File: config.mk
export PLATFORM = sky130hd
export DESIGN_NAME = lcd_host_bus_interface
export DESIGN_NICKNAME = d
export VERILOG_FILES = /design/src/lcd_host_pkg.sv /design/src/lcd_host_bus_interface.sv /design/src/display_mem.sv
export SDC_FILE = /design/constraint.sdc
export NUM_CORES = 2
export LEC_CHECK = 0
export ABC_AREA = 1
export BUFFER_PORTS_ARGS = -buffer_cell sky130_fd_sc_hd__buf_2
export CAP_MARGIN = 20
export CORE_ASPECT_RATIO = 2
export CORE_MARGIN = 2
export CORE_UTILIZATION = 39
export DETAILED_ROUTE_END_ITERATION = 10
export HOLD_SLACK_MARGIN = 0.02
export SKIP_CTS_REPAIR_TIMING = 1
export SYNTH_ARGS = -nofsm -noshare
export SYNTH_HDL_FRONTEND = slang
export SYNTH_SLANG_ARGS = --single-unit
File: constraint.sdc
create_clock -name i_core_clk -period 23 [get_ports i_core_clk]
set_input_delay 2.3 -clock i_core_clk [delete_from_list [all_inputs] [get_ports i_core_clk]]
set_output_delay 2.3 -clock i_core_clk [all_outputs]
set_load 0.02 [all_outputs]
File: src/lcd_host_pkg.sv
// constants, field layouts and carrier types shared by the host bus port and its memory
// assumes a single core clock at 20 MHz; all times below are turned into cycles of it
package lcd_host_pkg;

    // =====================================================================
    // timing
    localparam int CLK_PERIOD_NS    = 50;
    localparam int EXEC_TIME_NS     = 72000;      // ordinary instruction or data access
    localparam int CLEAR_TIME_NS    = 1600000;    // clear fills the whole text memory
    // least times, so round up to whole cycles
    localparam int EXEC_CYCLES      = (EXEC_TIME_NS + CLK_PERIOD_NS - 1) / CLK_PERIOD_NS;
    localparam int CLEAR_CYCLES_DEF = (CLEAR_TIME_NS + CLK_PERIOD_NS - 1) / CLK_PERIOD_NS;
    localparam int BUSY_W           = 16;

    // =====================================================================
    // widths
    localparam int DATA_W   = 8;
    localparam int PTR_W    = 7;
    localparam int REGION_W = 2;
    localparam int MEM_AW   = REGION_W + PTR_W;
    localparam int NIB_W    = 4;

    // =====================================================================
    // memory regions behind the data holding register
    localparam logic [1:0] REGION_TEXT   = 2'h0;
    localparam logic [1:0] REGION_FONT   = 2'h1;
    localparam logic [1:0] REGION_BITMAP = 2'h2;
    localparam logic [1:0] REGION_ICON   = 2'h3;

    // =====================================================================
    // reset values and fill pattern
    localparam logic [7:0] CLEAR_FILL      = 8'h20;
    localparam logic [7:0] CMD_RESET_VAL   = 8'h00;
    localparam logic [6:0] PTR_RESET_VAL   = 7'h00;
    localparam logic       WIDTH_RESET_VAL = 1'b1;   // 8-bit path after reset
    localparam logic       INC_RESET_VAL   = 1'b1;
    localparam logic [6:0] CLEAR_LAST_IDX  = 7'h7f;

    // =====================================================================
    // field positions and pointer widths inside instructions
    localparam int FS_WIDTH_BIT = 4;
    localparam int FS_EXT_BIT   = 2;
    localparam int EM_INC_BIT   = 1;
    localparam int EM_SHIFT_BIT = 0;
    localparam int CS_SC_BIT    = 3;
    localparam int CS_RL_BIT    = 2;
    localparam int ICON_PTR_W   = 4;
    localparam int FONT_PTR_W   = 6;

    // =====================================================================
    // serial framing: sync byte 11111 rw rs 0, then two nibble bytes
    localparam logic [4:0] SER_SYNC      = 5'h1f;
    localparam logic [4:0] SER_SYNC_LAST = 5'h07;
    localparam logic [4:0] SER_HI_LAST   = 5'h0f;
    localparam logic [4:0] SER_LO_LAST   = 5'h17;
    localparam logic [4:0] SER_CNT_ZERO  = 5'h00;

    // =====================================================================
    // types
    typedef struct packed {
        logic       rs;
        logic       rw;
        logic       en;
        logic       interface_select_pin;
        logic [7:0] db;
    } host_pins_t;

    typedef struct packed {
        logic       valid;
        logic       rs;
        logic [7:0] data;
    } host_xfer_t;

    typedef enum {ST_IDLE, ST_CLEAR} exec_state_t;

    typedef enum {OP_NONE, OP_CLEAR, OP_HOME, OP_ENTRY, OP_DISPLAY, OP_SHIFT,
                  OP_FUNC, OP_LOW_ADDR, OP_HIGH_ADDR} op_t;

endpackage

File: src/lcd_host_bus_interface.sv
// host command and data port of a dot-matrix display controller
// assumes the host pins are asynchronous to i_core_clk; every one passes two flip-flops first
`timescale 1ns/1ps
module lcd_host_bus_interface #(
    parameter int unsigned CLEAR_CYCLES = lcd_host_pkg::CLEAR_CYCLES_DEF
) (
    input  wire logic       i_core_clk,
    input  wire logic       i_rst,
    input  wire logic       i_register_select_line,
    input  wire logic       i_read_write_line,
    input  wire logic       i_enable_strobe,
    input  wire logic       i_interface_select_pin,
    input  wire logic [7:0] i_parallel_data_lines,
    output logic      [7:0] o_parallel_data_lines,
    output logic            o_parallel_data_oe,
    output logic            o_busy_indicator,
    output logic      [6:0] o_address_pointer,
    output logic            o_bus_width_bit,
    output logic      [7:0] o_command_holding_register,
    output logic      [7:0] o_data_holding_register
);

    // =====================================================================
    // helpers
    function automatic lcd_host_pkg::op_t decode_op(input logic [7:0] c);
        lcd_host_pkg::op_t op;
        op = lcd_host_pkg::OP_NONE;
        if (c[7]) begin
            op = lcd_host_pkg::OP_HIGH_ADDR;
        end else if (c[6]) begin
            op = lcd_host_pkg::OP_LOW_ADDR;
        end else if (c[5]) begin
            op = lcd_host_pkg::OP_FUNC;
        end else if (c[4]) begin
            op = lcd_host_pkg::OP_SHIFT;
        end else if (c[3]) begin
            op = lcd_host_pkg::OP_DISPLAY;
        end else if (c[2]) begin
            op = lcd_host_pkg::OP_ENTRY;
        end else if (c[1]) begin
            op = lcd_host_pkg::OP_HOME;
        end else if (c[0]) begin
            op = lcd_host_pkg::OP_CLEAR;
        end
        return op;
    endfunction

    function automatic logic [6:0] step_ptr(input logic [6:0] p, input logic up);
        return up ? 7'(p + 7'h01) : 7'(p - 7'h01);
    endfunction

    // =====================================================================
    // pin synchronisers
    lcd_host_pkg::host_pins_t pins_in;
    lcd_host_pkg::host_pins_t sync1_reg;
    lcd_host_pkg::host_pins_t sync2_reg;
    lcd_host_pkg::host_pins_t prev_reg;

    assign pins_in = '{rs: i_register_select_line, rw: i_read_write_line, en: i_enable_strobe,
                       interface_select_pin: i_interface_select_pin, db: i_parallel_data_lines};

    // prev_reg is the synchronised sample one cycle older, so at a strobe fall it holds the last sample taken while high
    always_ff @(posedge i_core_clk or posedge i_rst) begin
        if (i_rst) begin
            sync1_reg <= '0;
            sync2_reg <= '0;
            prev_reg  <= '0;
        end else begin
            sync1_reg <= pins_in;
            sync2_reg <= sync1_reg;
            prev_reg  <= sync2_reg;
        end
    end

    logic parallel_mode;
    logic en_fall;
    logic ser_rise;
    assign parallel_mode = sync2_reg.interface_select_pin;
    assign en_fall       = parallel_mode & prev_reg.en & ~sync2_reg.en;
    assign ser_rise      = ~parallel_mode & sync2_reg.rs & sync2_reg.en & ~prev_reg.en;

    // =====================================================================
    // parallel byte assembly
    logic       bus_width_reg;
    logic       nib_phase_reg;
    logic [3:0] hi_nib_reg;
    logic       par_last;
    logic       par_wr_done;
    logic       par_rd_done;
    logic [7:0] par_byte;

    // high nibble travels first on db7..db4 in the 4-bit path
    always_ff @(posedge i_core_clk or posedge i_rst) begin
        if (i_rst) begin
            nib_phase_reg <= 1'b0;
            hi_nib_reg    <= 4'h0;
        end else if (~parallel_mode | bus_width_reg) begin
            nib_phase_reg <= 1'b0;
        end else if (en_fall) begin
            nib_phase_reg <= ~nib_phase_reg;
            if (~nib_phase_reg) begin
                hi_nib_reg <= prev_reg.db[7:4];
            end
        end
    end

    assign par_last    = bus_width_reg | nib_phase_reg;
    assign par_wr_done = en_fall & ~prev_reg.rw & par_last;
    assign par_rd_done = en_fall & prev_reg.rw & par_last;
    assign par_byte    = bus_width_reg ? prev_reg.db : {hi_nib_reg, prev_reg.db[7:4]};

    // =====================================================================
    // serial frame receiver
    logic [4:0] ser_cnt_reg;
    logic [7:0] ser_shift_reg;
    logic       ser_rs_reg;
    logic       ser_rw_reg;
    logic [3:0] ser_hi_reg;
    logic       ser_valid_reg;
    logic [7:0] ser_byte_reg;
    logic [7:0] ser_next;

    assign ser_next = {ser_shift_reg[6:0], sync2_reg.rw};

    // a bad sync byte holds the count so the window slides until five ones line up
    always_ff @(posedge i_core_clk or posedge i_rst) begin
        if (i_rst) begin
            ser_cnt_reg   <= lcd_host_pkg::SER_CNT_ZERO;
            ser_shift_reg <= 8'h00;
            ser_rs_reg    <= 1'b0;
            ser_rw_reg    <= 1'b0;
            ser_hi_reg    <= 4'h0;
            ser_valid_reg <= 1'b0;
            ser_byte_reg  <= 8'h00;
        end else begin
            ser_valid_reg <= 1'b0;
            if (parallel_mode | ~sync2_reg.rs) begin
                ser_cnt_reg <= lcd_host_pkg::SER_CNT_ZERO;
            end else if (ser_rise) begin
                ser_shift_reg <= ser_next;
                ser_cnt_reg   <= 5'(ser_cnt_reg + 5'h01);
                case (ser_cnt_reg)
                    lcd_host_pkg::SER_SYNC_LAST: begin
                        if (ser_next[7:3] != lcd_host_pkg::SER_SYNC) begin
                            ser_cnt_reg <= ser_cnt_reg;
                        end
                        ser_rw_reg <= ser_next[2];
                        ser_rs_reg <= ser_next[1];
                    end
                    lcd_host_pkg::SER_HI_LAST: begin
                        ser_hi_reg <= ser_next[7:4];
                    end
                    lcd_host_pkg::SER_LO_LAST: begin
                        ser_cnt_reg   <= lcd_host_pkg::SER_CNT_ZERO;
                        ser_valid_reg <= ~ser_rw_reg;   // serial reads are not returned
                        ser_byte_reg  <= {ser_hi_reg, ser_next[7:4]};
                    end
                    default: begin
                    end
                endcase
            end
        end
    end

    // =====================================================================
    // merged write request and acceptance
    lcd_host_pkg::host_xfer_t wr;
    lcd_host_pkg::op_t        wr_op;
    logic                     accept;
    logic                     accept_cmd;
    logic                     accept_data;
    logic                     rd_data_done;
    logic                     ext_reg;
    logic [7:0]               mem_rdata;

    assign wr.valid = parallel_mode ? par_wr_done : ser_valid_reg;
    assign wr.rs    = parallel_mode ? prev_reg.rs : ser_rs_reg;
    assign wr.data  = parallel_mode ? par_byte : ser_byte_reg;
    assign wr_op    = decode_op(wr.data);

    assign accept       = wr.valid & ~o_busy_indicator;
    assign accept_cmd   = accept & ~wr.rs;
    assign accept_data  = accept & wr.rs;
    assign rd_data_done = par_rd_done & prev_reg.rs & ~o_busy_indicator;

    // =====================================================================
    // holding registers
    always_ff @(posedge i_core_clk or posedge i_rst) begin
        if (i_rst) begin
            o_command_holding_register <= lcd_host_pkg::CMD_RESET_VAL;
            o_data_holding_register    <= lcd_host_pkg::CMD_RESET_VAL;
        end else begin
            if (accept_cmd) begin
                o_command_holding_register <= wr.data;
            end
            if (accept_data) begin
                o_data_holding_register <= wr.data;
            end else if (rd_data_done) begin
                o_data_holding_register <= mem_rdata;
            end
        end
    end

    // =====================================================================
    // mode settings written by instruction
    logic       inc_reg;
    logic [2:0] display_ctl_reg;

    always_ff @(posedge i_core_clk or posedge i_rst) begin
        if (i_rst) begin
            bus_width_reg   <= lcd_host_pkg::WIDTH_RESET_VAL;
            ext_reg         <= 1'b0;
            inc_reg         <= lcd_host_pkg::INC_RESET_VAL;
            display_ctl_reg <= 3'h0;
        end else if (accept_cmd) begin
            case (wr_op)
                lcd_host_pkg::OP_FUNC: begin
                    bus_width_reg <= wr.data[lcd_host_pkg::FS_WIDTH_BIT];
                    ext_reg       <= wr.data[lcd_host_pkg::FS_EXT_BIT];
                end
                lcd_host_pkg::OP_ENTRY: begin
                    inc_reg <= wr.data[lcd_host_pkg::EM_INC_BIT];
                end
                lcd_host_pkg::OP_DISPLAY: begin
                    display_ctl_reg <= wr.data[2:0];
                end
                default: begin
                end
            endcase
        end
    end

    assign o_bus_width_bit = bus_width_reg;

    // =====================================================================
    // address pointer and memory region
    logic [1:0] region_reg;

    always_ff @(posedge i_core_clk or posedge i_rst) begin
        if (i_rst) begin
            o_address_pointer <= lcd_host_pkg::PTR_RESET_VAL;
            region_reg        <= lcd_host_pkg::REGION_TEXT;
        end else if (accept_data | rd_data_done) begin
            o_address_pointer <= step_ptr(o_address_pointer, inc_reg);
        end else if (accept_cmd) begin
            case (wr_op)
                lcd_host_pkg::OP_HIGH_ADDR: begin
                    o_address_pointer <= wr.data[6:0];
                    region_reg <= ext_reg ? lcd_host_pkg::REGION_BITMAP : lcd_host_pkg::REGION_TEXT;
                end
                lcd_host_pkg::OP_LOW_ADDR: begin
                    if (ext_reg) begin
                        o_address_pointer <= {3'h0, wr.data[lcd_host_pkg::ICON_PTR_W-1:0]};
                        region_reg        <= lcd_host_pkg::REGION_ICON;
                    end else begin
                        o_address_pointer <= {1'b0, wr.data[lcd_host_pkg::FONT_PTR_W-1:0]};
                        region_reg        <= lcd_host_pkg::REGION_FONT;
                    end
                end
                lcd_host_pkg::OP_SHIFT: begin
                    // cursor move only; a display shift leaves the pointer alone
                    if (~ext_reg & ~wr.data[lcd_host_pkg::CS_SC_BIT]) begin
                        o_address_pointer <= step_ptr(o_address_pointer, wr.data[lcd_host_pkg::CS_RL_BIT]);
                    end
                end
                lcd_host_pkg::OP_HOME, lcd_host_pkg::OP_CLEAR: begin
                    if (~ext_reg) begin
                        o_address_pointer <= lcd_host_pkg::PTR_RESET_VAL;
                        region_reg        <= lcd_host_pkg::REGION_TEXT;
                    end
                end
                default: begin
                end
            endcase
        end
    end

    // =====================================================================
    // execution timer and clear sequencer
    lcd_host_pkg::exec_state_t state_reg;
    logic [lcd_host_pkg::BUSY_W-1:0] busy_cnt_reg;
    logic [6:0]                      clr_idx_reg;
    logic                            is_clear;

    assign is_clear = accept_cmd & ~ext_reg & (wr_op == lcd_host_pkg::OP_CLEAR);

    // a status read loads nothing here, so it never makes the part busy
    always_ff @(posedge i_core_clk or posedge i_rst) begin
        if (i_rst) begin
            state_reg    <= lcd_host_pkg::ST_IDLE;
            busy_cnt_reg <= '0;
            clr_idx_reg  <= 7'h00;
        end else if (accept | rd_data_done) begin
            busy_cnt_reg <= is_clear ? CLEAR_CYCLES[lcd_host_pkg::BUSY_W-1:0]
                                     : lcd_host_pkg::BUSY_W'(lcd_host_pkg::EXEC_CYCLES);
            state_reg    <= is_clear ? lcd_host_pkg::ST_CLEAR : lcd_host_pkg::ST_IDLE;
            clr_idx_reg  <= 7'h00;
        end else begin
            if (busy_cnt_reg != '0) begin
                busy_cnt_reg <= busy_cnt_reg - lcd_host_pkg::BUSY_W'(1);
            end
            case (state_reg)
                lcd_host_pkg::ST_CLEAR: begin
                    clr_idx_reg <= 7'(clr_idx_reg + 7'h01);
                    if (clr_idx_reg == lcd_host_pkg::CLEAR_LAST_IDX) begin
                        state_reg <= lcd_host_pkg::ST_IDLE;
                    end
                end
                default: begin
                    state_reg <= lcd_host_pkg::ST_IDLE;
                end
            endcase
        end
    end

    assign o_busy_indicator = (busy_cnt_reg != '0) | (state_reg == lcd_host_pkg::ST_CLEAR);

    // =====================================================================
    // memory port: clear fill takes priority since the host is locked out then
    logic                            mem_we;
    logic [lcd_host_pkg::MEM_AW-1:0] mem_addr;
    logic [7:0]                      mem_wdata;
    logic                            clearing;

    assign clearing  = (state_reg == lcd_host_pkg::ST_CLEAR);
    assign mem_we    = clearing | accept_data;
    assign mem_addr  = clearing ? {lcd_host_pkg::REGION_TEXT, clr_idx_reg} : {region_reg, o_address_pointer};
    assign mem_wdata = clearing ? lcd_host_pkg::CLEAR_FILL : wr.data;

    display_mem u_mem (
        .i_core_clk (i_core_clk),
        .i_we       (mem_we),
        .i_addr     (mem_addr),
        .i_wdata    (mem_wdata),
        .o_rdata    (mem_rdata)
    );

    // =====================================================================
    // read drive: status or memory byte, split into nibbles on the 4-bit path
    logic [7:0] rd_full;

    assign rd_full            = sync2_reg.rs ? mem_rdata : {o_busy_indicator, o_address_pointer};
    assign o_parallel_data_oe = parallel_mode & sync2_reg.en & sync2_reg.rw;

    always_ff @(posedge i_core_clk or posedge i_rst) begin
        if (i_rst) begin
            o_parallel_data_lines <= 8'h00;
        end else if (bus_width_reg) begin
            o_parallel_data_lines <= rd_full;
        end else begin
            o_parallel_data_lines <= nib_phase_reg ? {rd_full[3:0], 4'h0} : {rd_full[7:4], 4'h0};
        end
    end

endmodule

File: src/display_mem.sv
// byte-wide single-port store holding text, font, bitmap and icon regions
// assumes one access per cycle; read data are registered and follow the address one cycle later
`timescale 1ns/1ps
module display_mem (
    input  wire logic                             i_core_clk,
    input  wire logic                             i_we,
    input  wire logic [lcd_host_pkg::MEM_AW-1:0]  i_addr,
    input  wire logic [lcd_host_pkg::DATA_W-1:0]  i_wdata,
    output logic      [lcd_host_pkg::DATA_W-1:0]  o_rdata
);

    // =====================================================================
    // storage
    logic [lcd_host_pkg::DATA_W-1:0] mem_reg [0:(1 << lcd_host_pkg::MEM_AW)-1];

    // write port; contents are not reset, software clears the text region by instruction
    always_ff @(posedge i_core_clk) begin
        if (i_we) begin
            mem_reg[i_addr] <= i_wdata;
        end
    end

    // registered read, write-first so a just-written byte reads back at once
    always_ff @(posedge i_core_clk) begin
        if (i_we) begin
            o_rdata <= i_wdata;
        end else begin
            o_rdata <= mem_reg[i_addr];
        end
    end

endmodule

Yosys cells after proc, flatten, opt, wreduce, memory -nomap -nowiden
Memory sizes are Yosys's and may differ from the RTL's. A register that Yosys moved wholly into a read port is not among the register bits. Cells that the tools add are included.

Register bits: 158. Bits in writable memories: 4096. Output and inout bits: 34. Logic and storage cells: 171. Memories kept: 1.

Add/sub/neg operators: 5. Equal/unequal tests: 20. Multiplexer cells: 51. Bitwise gates (word level): 40. Reduce and logical (&&, ||, !) cells: 20.

Memories: u_mem.mem_reg (words 512, width 8, rd ports 1, clocked after Yosys merged registers in 1, write ports 1, RTL line display_mem.sv:14) `logic [lcd_host_pkg::DATA_W-1:0] mem_reg [0:(1 << lcd_host_pkg::MEM_AW)-1];`.

Operator list (number): 32-bit by 2-bit == test with 1-bit output, second input constant (4); 32-bit by 3-bit == test with 1-bit output, second input constant (3); 32-bit 2-to-1 mux (3); 32-bit by 1-bit == test with 1-bit output, second input constant (2); 8-bit 2-to-1 mux (8); 7-bit 2-to-1 mux (8); 32-bit by 4-bit == test with 1-bit output, second input constant (1); 16-bit 2-to-1 mux (2); 7-bit one-hot mux with 4 select lines (1); 1-bit bitwise AND (19); 16-bit nonzero test (1); 16-bit by 1-bit subtractor with 16-bit output, second input constant (1); 15-bit 2-to-1 mux (1); 5-bit 2-to-1 mux (3); 7-bit by 1-bit adder with 7-bit output, second input constant (2); 1-bit NOT (14); 3-bit 2-to-1 mux (4); 3-bit != test, second input constant (4); 3-bit AND reduction (4); 2-bit nonzero test (6); 1-bit 2-to-1 mux (11); 2-bit 2-to-1 mux (5); 5-bit one-hot mux with 2 select lines (1); 9-bit 2-to-1 mux (1); 17 further kinds (27).

Depth between registers and ports, before layout
Depth after elaboration: 15. Gate-level depth with buffers: 19. Gate-level depth less buffers: 19.

Cells and area by module
A second synthesis with hierarchy kept.

Cell total of the unflattened synthesis: 14620. Area total of the unflattened synthesis: 172995.9 um^2.

Modules (own cells, without submodules): display_mem (instances 1, cells each 13892, area each 166748.7 um^2, sequential area each 123178.1 um^2); lcd_host_bus_interface (instances 1, cells each 728, area each 6247.2 um^2, sequential area each 3180.6 um^2).

Worst setup path after synthesis
Ideal clock, no wire load.

Kind: register to register. From: register bus_width_reg, in the netlist o_bus_width_bit. To: memory u_mem.mem_reg[0][7] (netlist bit) (data pin). Data arrival time: 13.060 ns. Required time: 20.416 ns. Slack: 7.357 ns. Cell stages (with the launch flop): 8. Path buffers: 1. Clock period less this slack: 15.643 ns. Cells stage by stage: dfstp_2 buf_4 nor2_1 nor2_1 o21ai_0 o21ai_1 inv_1 nor2_1.

Cells in the longest elaborated chain, start to end: 3.

Ends and longest elaborated chain: start, declared (RTL line lcd_host_bus_interface.sv:84) `logic bus_width_reg;`; start signal, assigned (RTL line lcd_host_bus_interface.sv:211) `bus_width_reg <= lcd_host_pkg::WIDTH_RESET_VAL;`; start signal, assigned (RTL line lcd_host_bus_interface.sv:218) `bus_width_reg <= wr.data[lcd_host_pkg::FS_WIDTH_BIT];`; 8-bit 2-to-1 mux (RTL line lcd_host_bus_interface.sv:110) `assign par_byte = bus_width_reg ? prev_reg.db : {hi_nib_reg, prev_reg.db[7:4]};`; 8-bit 2-to-1 mux (RTL line lcd_host_bus_interface.sv:178) `assign wr.data = parallel_mode ? par_byte : ser_byte_reg;`; 8-bit 2-to-1 mux (RTL line lcd_host_bus_interface.sv:328) `assign mem_wdata = clearing ? lcd_host_pkg::CLEAR_FILL : wr.data;`; via mem_wdata[7] (RTL line lcd_host_bus_interface.sv:322) `logic [7:0] mem_wdata;`; end, declared (RTL line display_mem.sv:14).

The timed path passes the listed nets, and every way through them passes these cells.

==> results.toml <==
[run_status]
status = "finished clean"

[synthesis]
synthArstFlopShare = 0.0300
synth_top_area_frac = 0.714
netlist_area_um2 = 172000
synth_top_area_cell = "edfxtp_1"
ys_ff_latch = 4232
synth_enable_flop_cells = 4096
syn-instance-count = 14516
yosys_warnings = 0
dominantRegCellSynth = "edfxtp_1"
seq_total_area_yosys = 0.733
postSynthNetCount = 14537
syn-mean-instance-area_um2 = 11.9
yosysUniqueCellTypes = 56
main_area_contributors_after_synthesis = "edfxtp_1, nand3_1, nand2_1"

[critical_path]
critical_path_class = "reg2reg"
path_buf_inv = 6
crit_family = "buffers and inverters"
cp_data_arrival_time_ns = 8.32
critical_path_cell_by_cell = "buf_4 > buf_4 > buf_4 > buf_4 > buf_4 > buf_4 > nand2_1 > nand3_1 > nand3_1 > nand3_1 > nand3_1 > nand3_1 > nand3_1 > nand3_1 > nand3_1 > nand2_1 > nand2_1 > nand2_1 > nand2_1 > nand2_1"
critPathSlowestCell = "dfxtp_4"
crit_path_frequent_cell = "nand3_1"
crit_path_end_kind = "flip-flop"
critical_path_source_type = "flip-flop"
cp.required_ns = 23.88
path_max_fanout = 73
cpPeakStageDelay_ns = 0.92

[hold_path]
holdCritPathClass = "reg2reg"
hp-start = "sync1_reg[6]"

[timing]
fin_worst_skew_ns = 0.0753
timing_worst_slew_pin_value_ns = 1.26
fmax_mhz = 134
relative_slew_margins = 0.162
setup_ws_ns = 15.56
setup-violations-final = 0
setup_repair_after_global_routing_missed_its_margin = "no"
min_period_over_period = 0.323
setup-tns-final_ns = 0
min_period_ns = 7.44
finalMaxSlewViolations = 0
hold_viol = 0

[placed_design]
globalplace.congestion = 0.880
port_buffers = 47
placedCellCount = 19649
place.detailed.hpwl_um = 286000
pre_cts_ws_ns = 15.79

[route]
first_drt_iteration_drcs = 11663
drtPass1Iterations = 6
drt_antenna_net_count = 0
detailroute.via_count = 111889
finalWirelength_um = 501000
drt-wirelength-per-cell_um = 24.7
via_per_inst = 5.51
drc_errors = 0

[global_route]
grt_start_max_net_pins = 197
grt_util_all_layers = 0.218
antenna_violations_before_repair = 9
grt_pass1_vias = 109187
grt_pass1_wl_um = 730000
grt_overflow = 0

[layout]
drive_above_1_share = 0.0579
area_overhead_of_the_layout_relative_to_synthesis_pct = 9.43
largest_reg_flops = 4096
layout.cells.non_filler = 20291
fin_nets = 14120

[clock_tree]
clock_latency_ns = 0.94
cts_tree = "built"
clockRootBuffer = "clkbuf_16"
cts_buffer_depth = 4
cts-htree-levels = 5
numCtsBuffers = 344
clock_pin_slew_worst_setup_and_hold_paths_ns = 0.07
clock-sinks = 4232

[pwr]
power_leakage_uw = 0.0643
power_per_cell_area_nw_per_um2 = 80.6
vdd_ir_max_mv = 0.0687
p_total_uw = 15200

[floorplanning]
die-width_um = 474
die-height_um = 944
top_level_ports = 48
start_util = 0.391
num_rows = 345
design.die.area_um2 = 447000
placeableCoreArea_um2 = 441000

[job]
max-cap-violations = 0
per-stage QoR:
step / hold slack (ns) / util / area [µm²]
after CTS: 0.351 / 0.428 / 188000
after floorplan: 0.331 / - / 172000
after global placement: 0.332 / 0.402 / 177000
after global routing: 0.357 / 0.428 / 189000
after detailed placement: 0.335 / 0.402 / 177000
final: 0.349 / 0.428 / 189000
area by class of cell:
type,instances,area (µm²)
multi-input combinational,9043,40300
clock inverter,202,2090
timing repair buffer,238,2060
antenna,13,32.5
fill,40279,252000
sequential,4232,126000
inverter,240,948
clock buffer,424,9310
tap,5899,7380
cells in the mapped netlist (2+ instances only):
cell,count
edfxtp_1,4096
nand2_1,3800
nand3_1,3723
nor2_1,775
buf_2,425
o21ai_0,345
clkbuf_1,330
inv_1,224
a21oi_1,154
dfrtp_1,125
buf_1,124
o22ai_1,92
buf_4,81
buf_6,37
nand4_1,21
xor2_1,21
nor3_1,18
inv_2,14
o21ai_1,14
dfxtp_1,9
nand2_2,9
o211ai_1,9
ha_1,7
nand3_2,6
nor4_1,5
mux2_2,4
buf_8,3
nor2_2,3
o21ai_2,3
o31ai_1,3
xnor2_1,3
a21oi_2,2
a21oi_4,2
a31oi_1,2
dfstp_2,2
nand3b_1,2
nor2_8,2
o21a_2,2
or2_2,2
per-layer routing:
metal / GRT usage / routed length [µm]
met1: 0.246 / 178000
met2: 0.391 / 261000
met3: 0.0286 / 29900
met4: 0.129 / 31600
met5: 0 / 38
placed cells by master (no fill, tap or decap), types with 4 or more instances in the layout:
master / instances
a21oi_1: 154
buf_12: 29
buf_2: 47
buf_4: 160
bufinv_16: 41
clkbuf_1: 56
clkbuf_16: 359
clkbuf_8: 8
clkinv_1: 68
clkinv_2: 61
clkinv_4: 9
clkinvlp_4: 11
dfrtp_1: 125
dfxtp_4: 6
diode_2: 13
edfxtp_1: 4096
ha_1: 7
inv_1: 220
inv_2: 11
inv_6: 11
mux2_2: 4
nand2_1: 3799
nand2_2: 9
nand3_1: 3717
nand3_2: 4
nand3_4: 9
nand4_1: 21
nor2_1: 766
nor2_4: 12
nor3_1: 15
nor4_1: 4
o211ai_1: 9
o21ai_0: 345
o21ai_1: 14
o22ai_1: 92
xor2_1: 21
power breakdown:
group	total [µW]	internal (µW)	leakage [µW]	switching (µW)
registers	8600	8580	0.0395	20.3
logic	475	75.6	0.0192	399
clock network	6120	3350	0.00559	2770
cell families after synthesis:
| family | Yosys count | synth area share |
|---|---|---|
| mux | 4 | 0.000261 |
| buf+inv | 1241 | 0.0337 |
| fa+ha+maj | 7 | 0.000508 |
| xor+xnor | 24 | 0.00122 |
| flops | 4232 | 0.733 |
| simple gates | 8374 | 0.211 |
| compound gates | 634 | 0.0198 |
worst reg2reg max path, stage by stage, from the launching register on:
cell,delay (ns)
dfxtp_4,0.92
buf_4,0.65
buf_4,0.70
buf_4,0.81
buf_4,0.67
buf_4,0.63
buf_4,0.68
nand2_1,0.17
nand3_1,0.12
nand3_1,0.08
nand3_1,0.22
nand3_1,0.11
nand3_1,0.11
nand3_1,0.17
nand3_1,0.35
nand3_1,0.40
nand2_1,0.30
nand2_1,0.09
nand2_1,0.08
nand2_1,0.05
nand2_1,0.07
final timing paths:
path                                            end  slack (ns)  cells past startpoint
max                        o_parallel_data_lines[6]       15.56                     20
min                                    sync2_reg[6]        0.35                      0
max reg2reg                o_parallel_data_lines[6]       15.56                     20
min reg2reg                            sync2_reg[6]        0.35                      0
max in group asynchronous          busy_cnt_reg[15]       20.12                      3
min in group asynchronous          ser_shift_reg[0]        1.47                      2
Power figures use the tool's default switching activity.
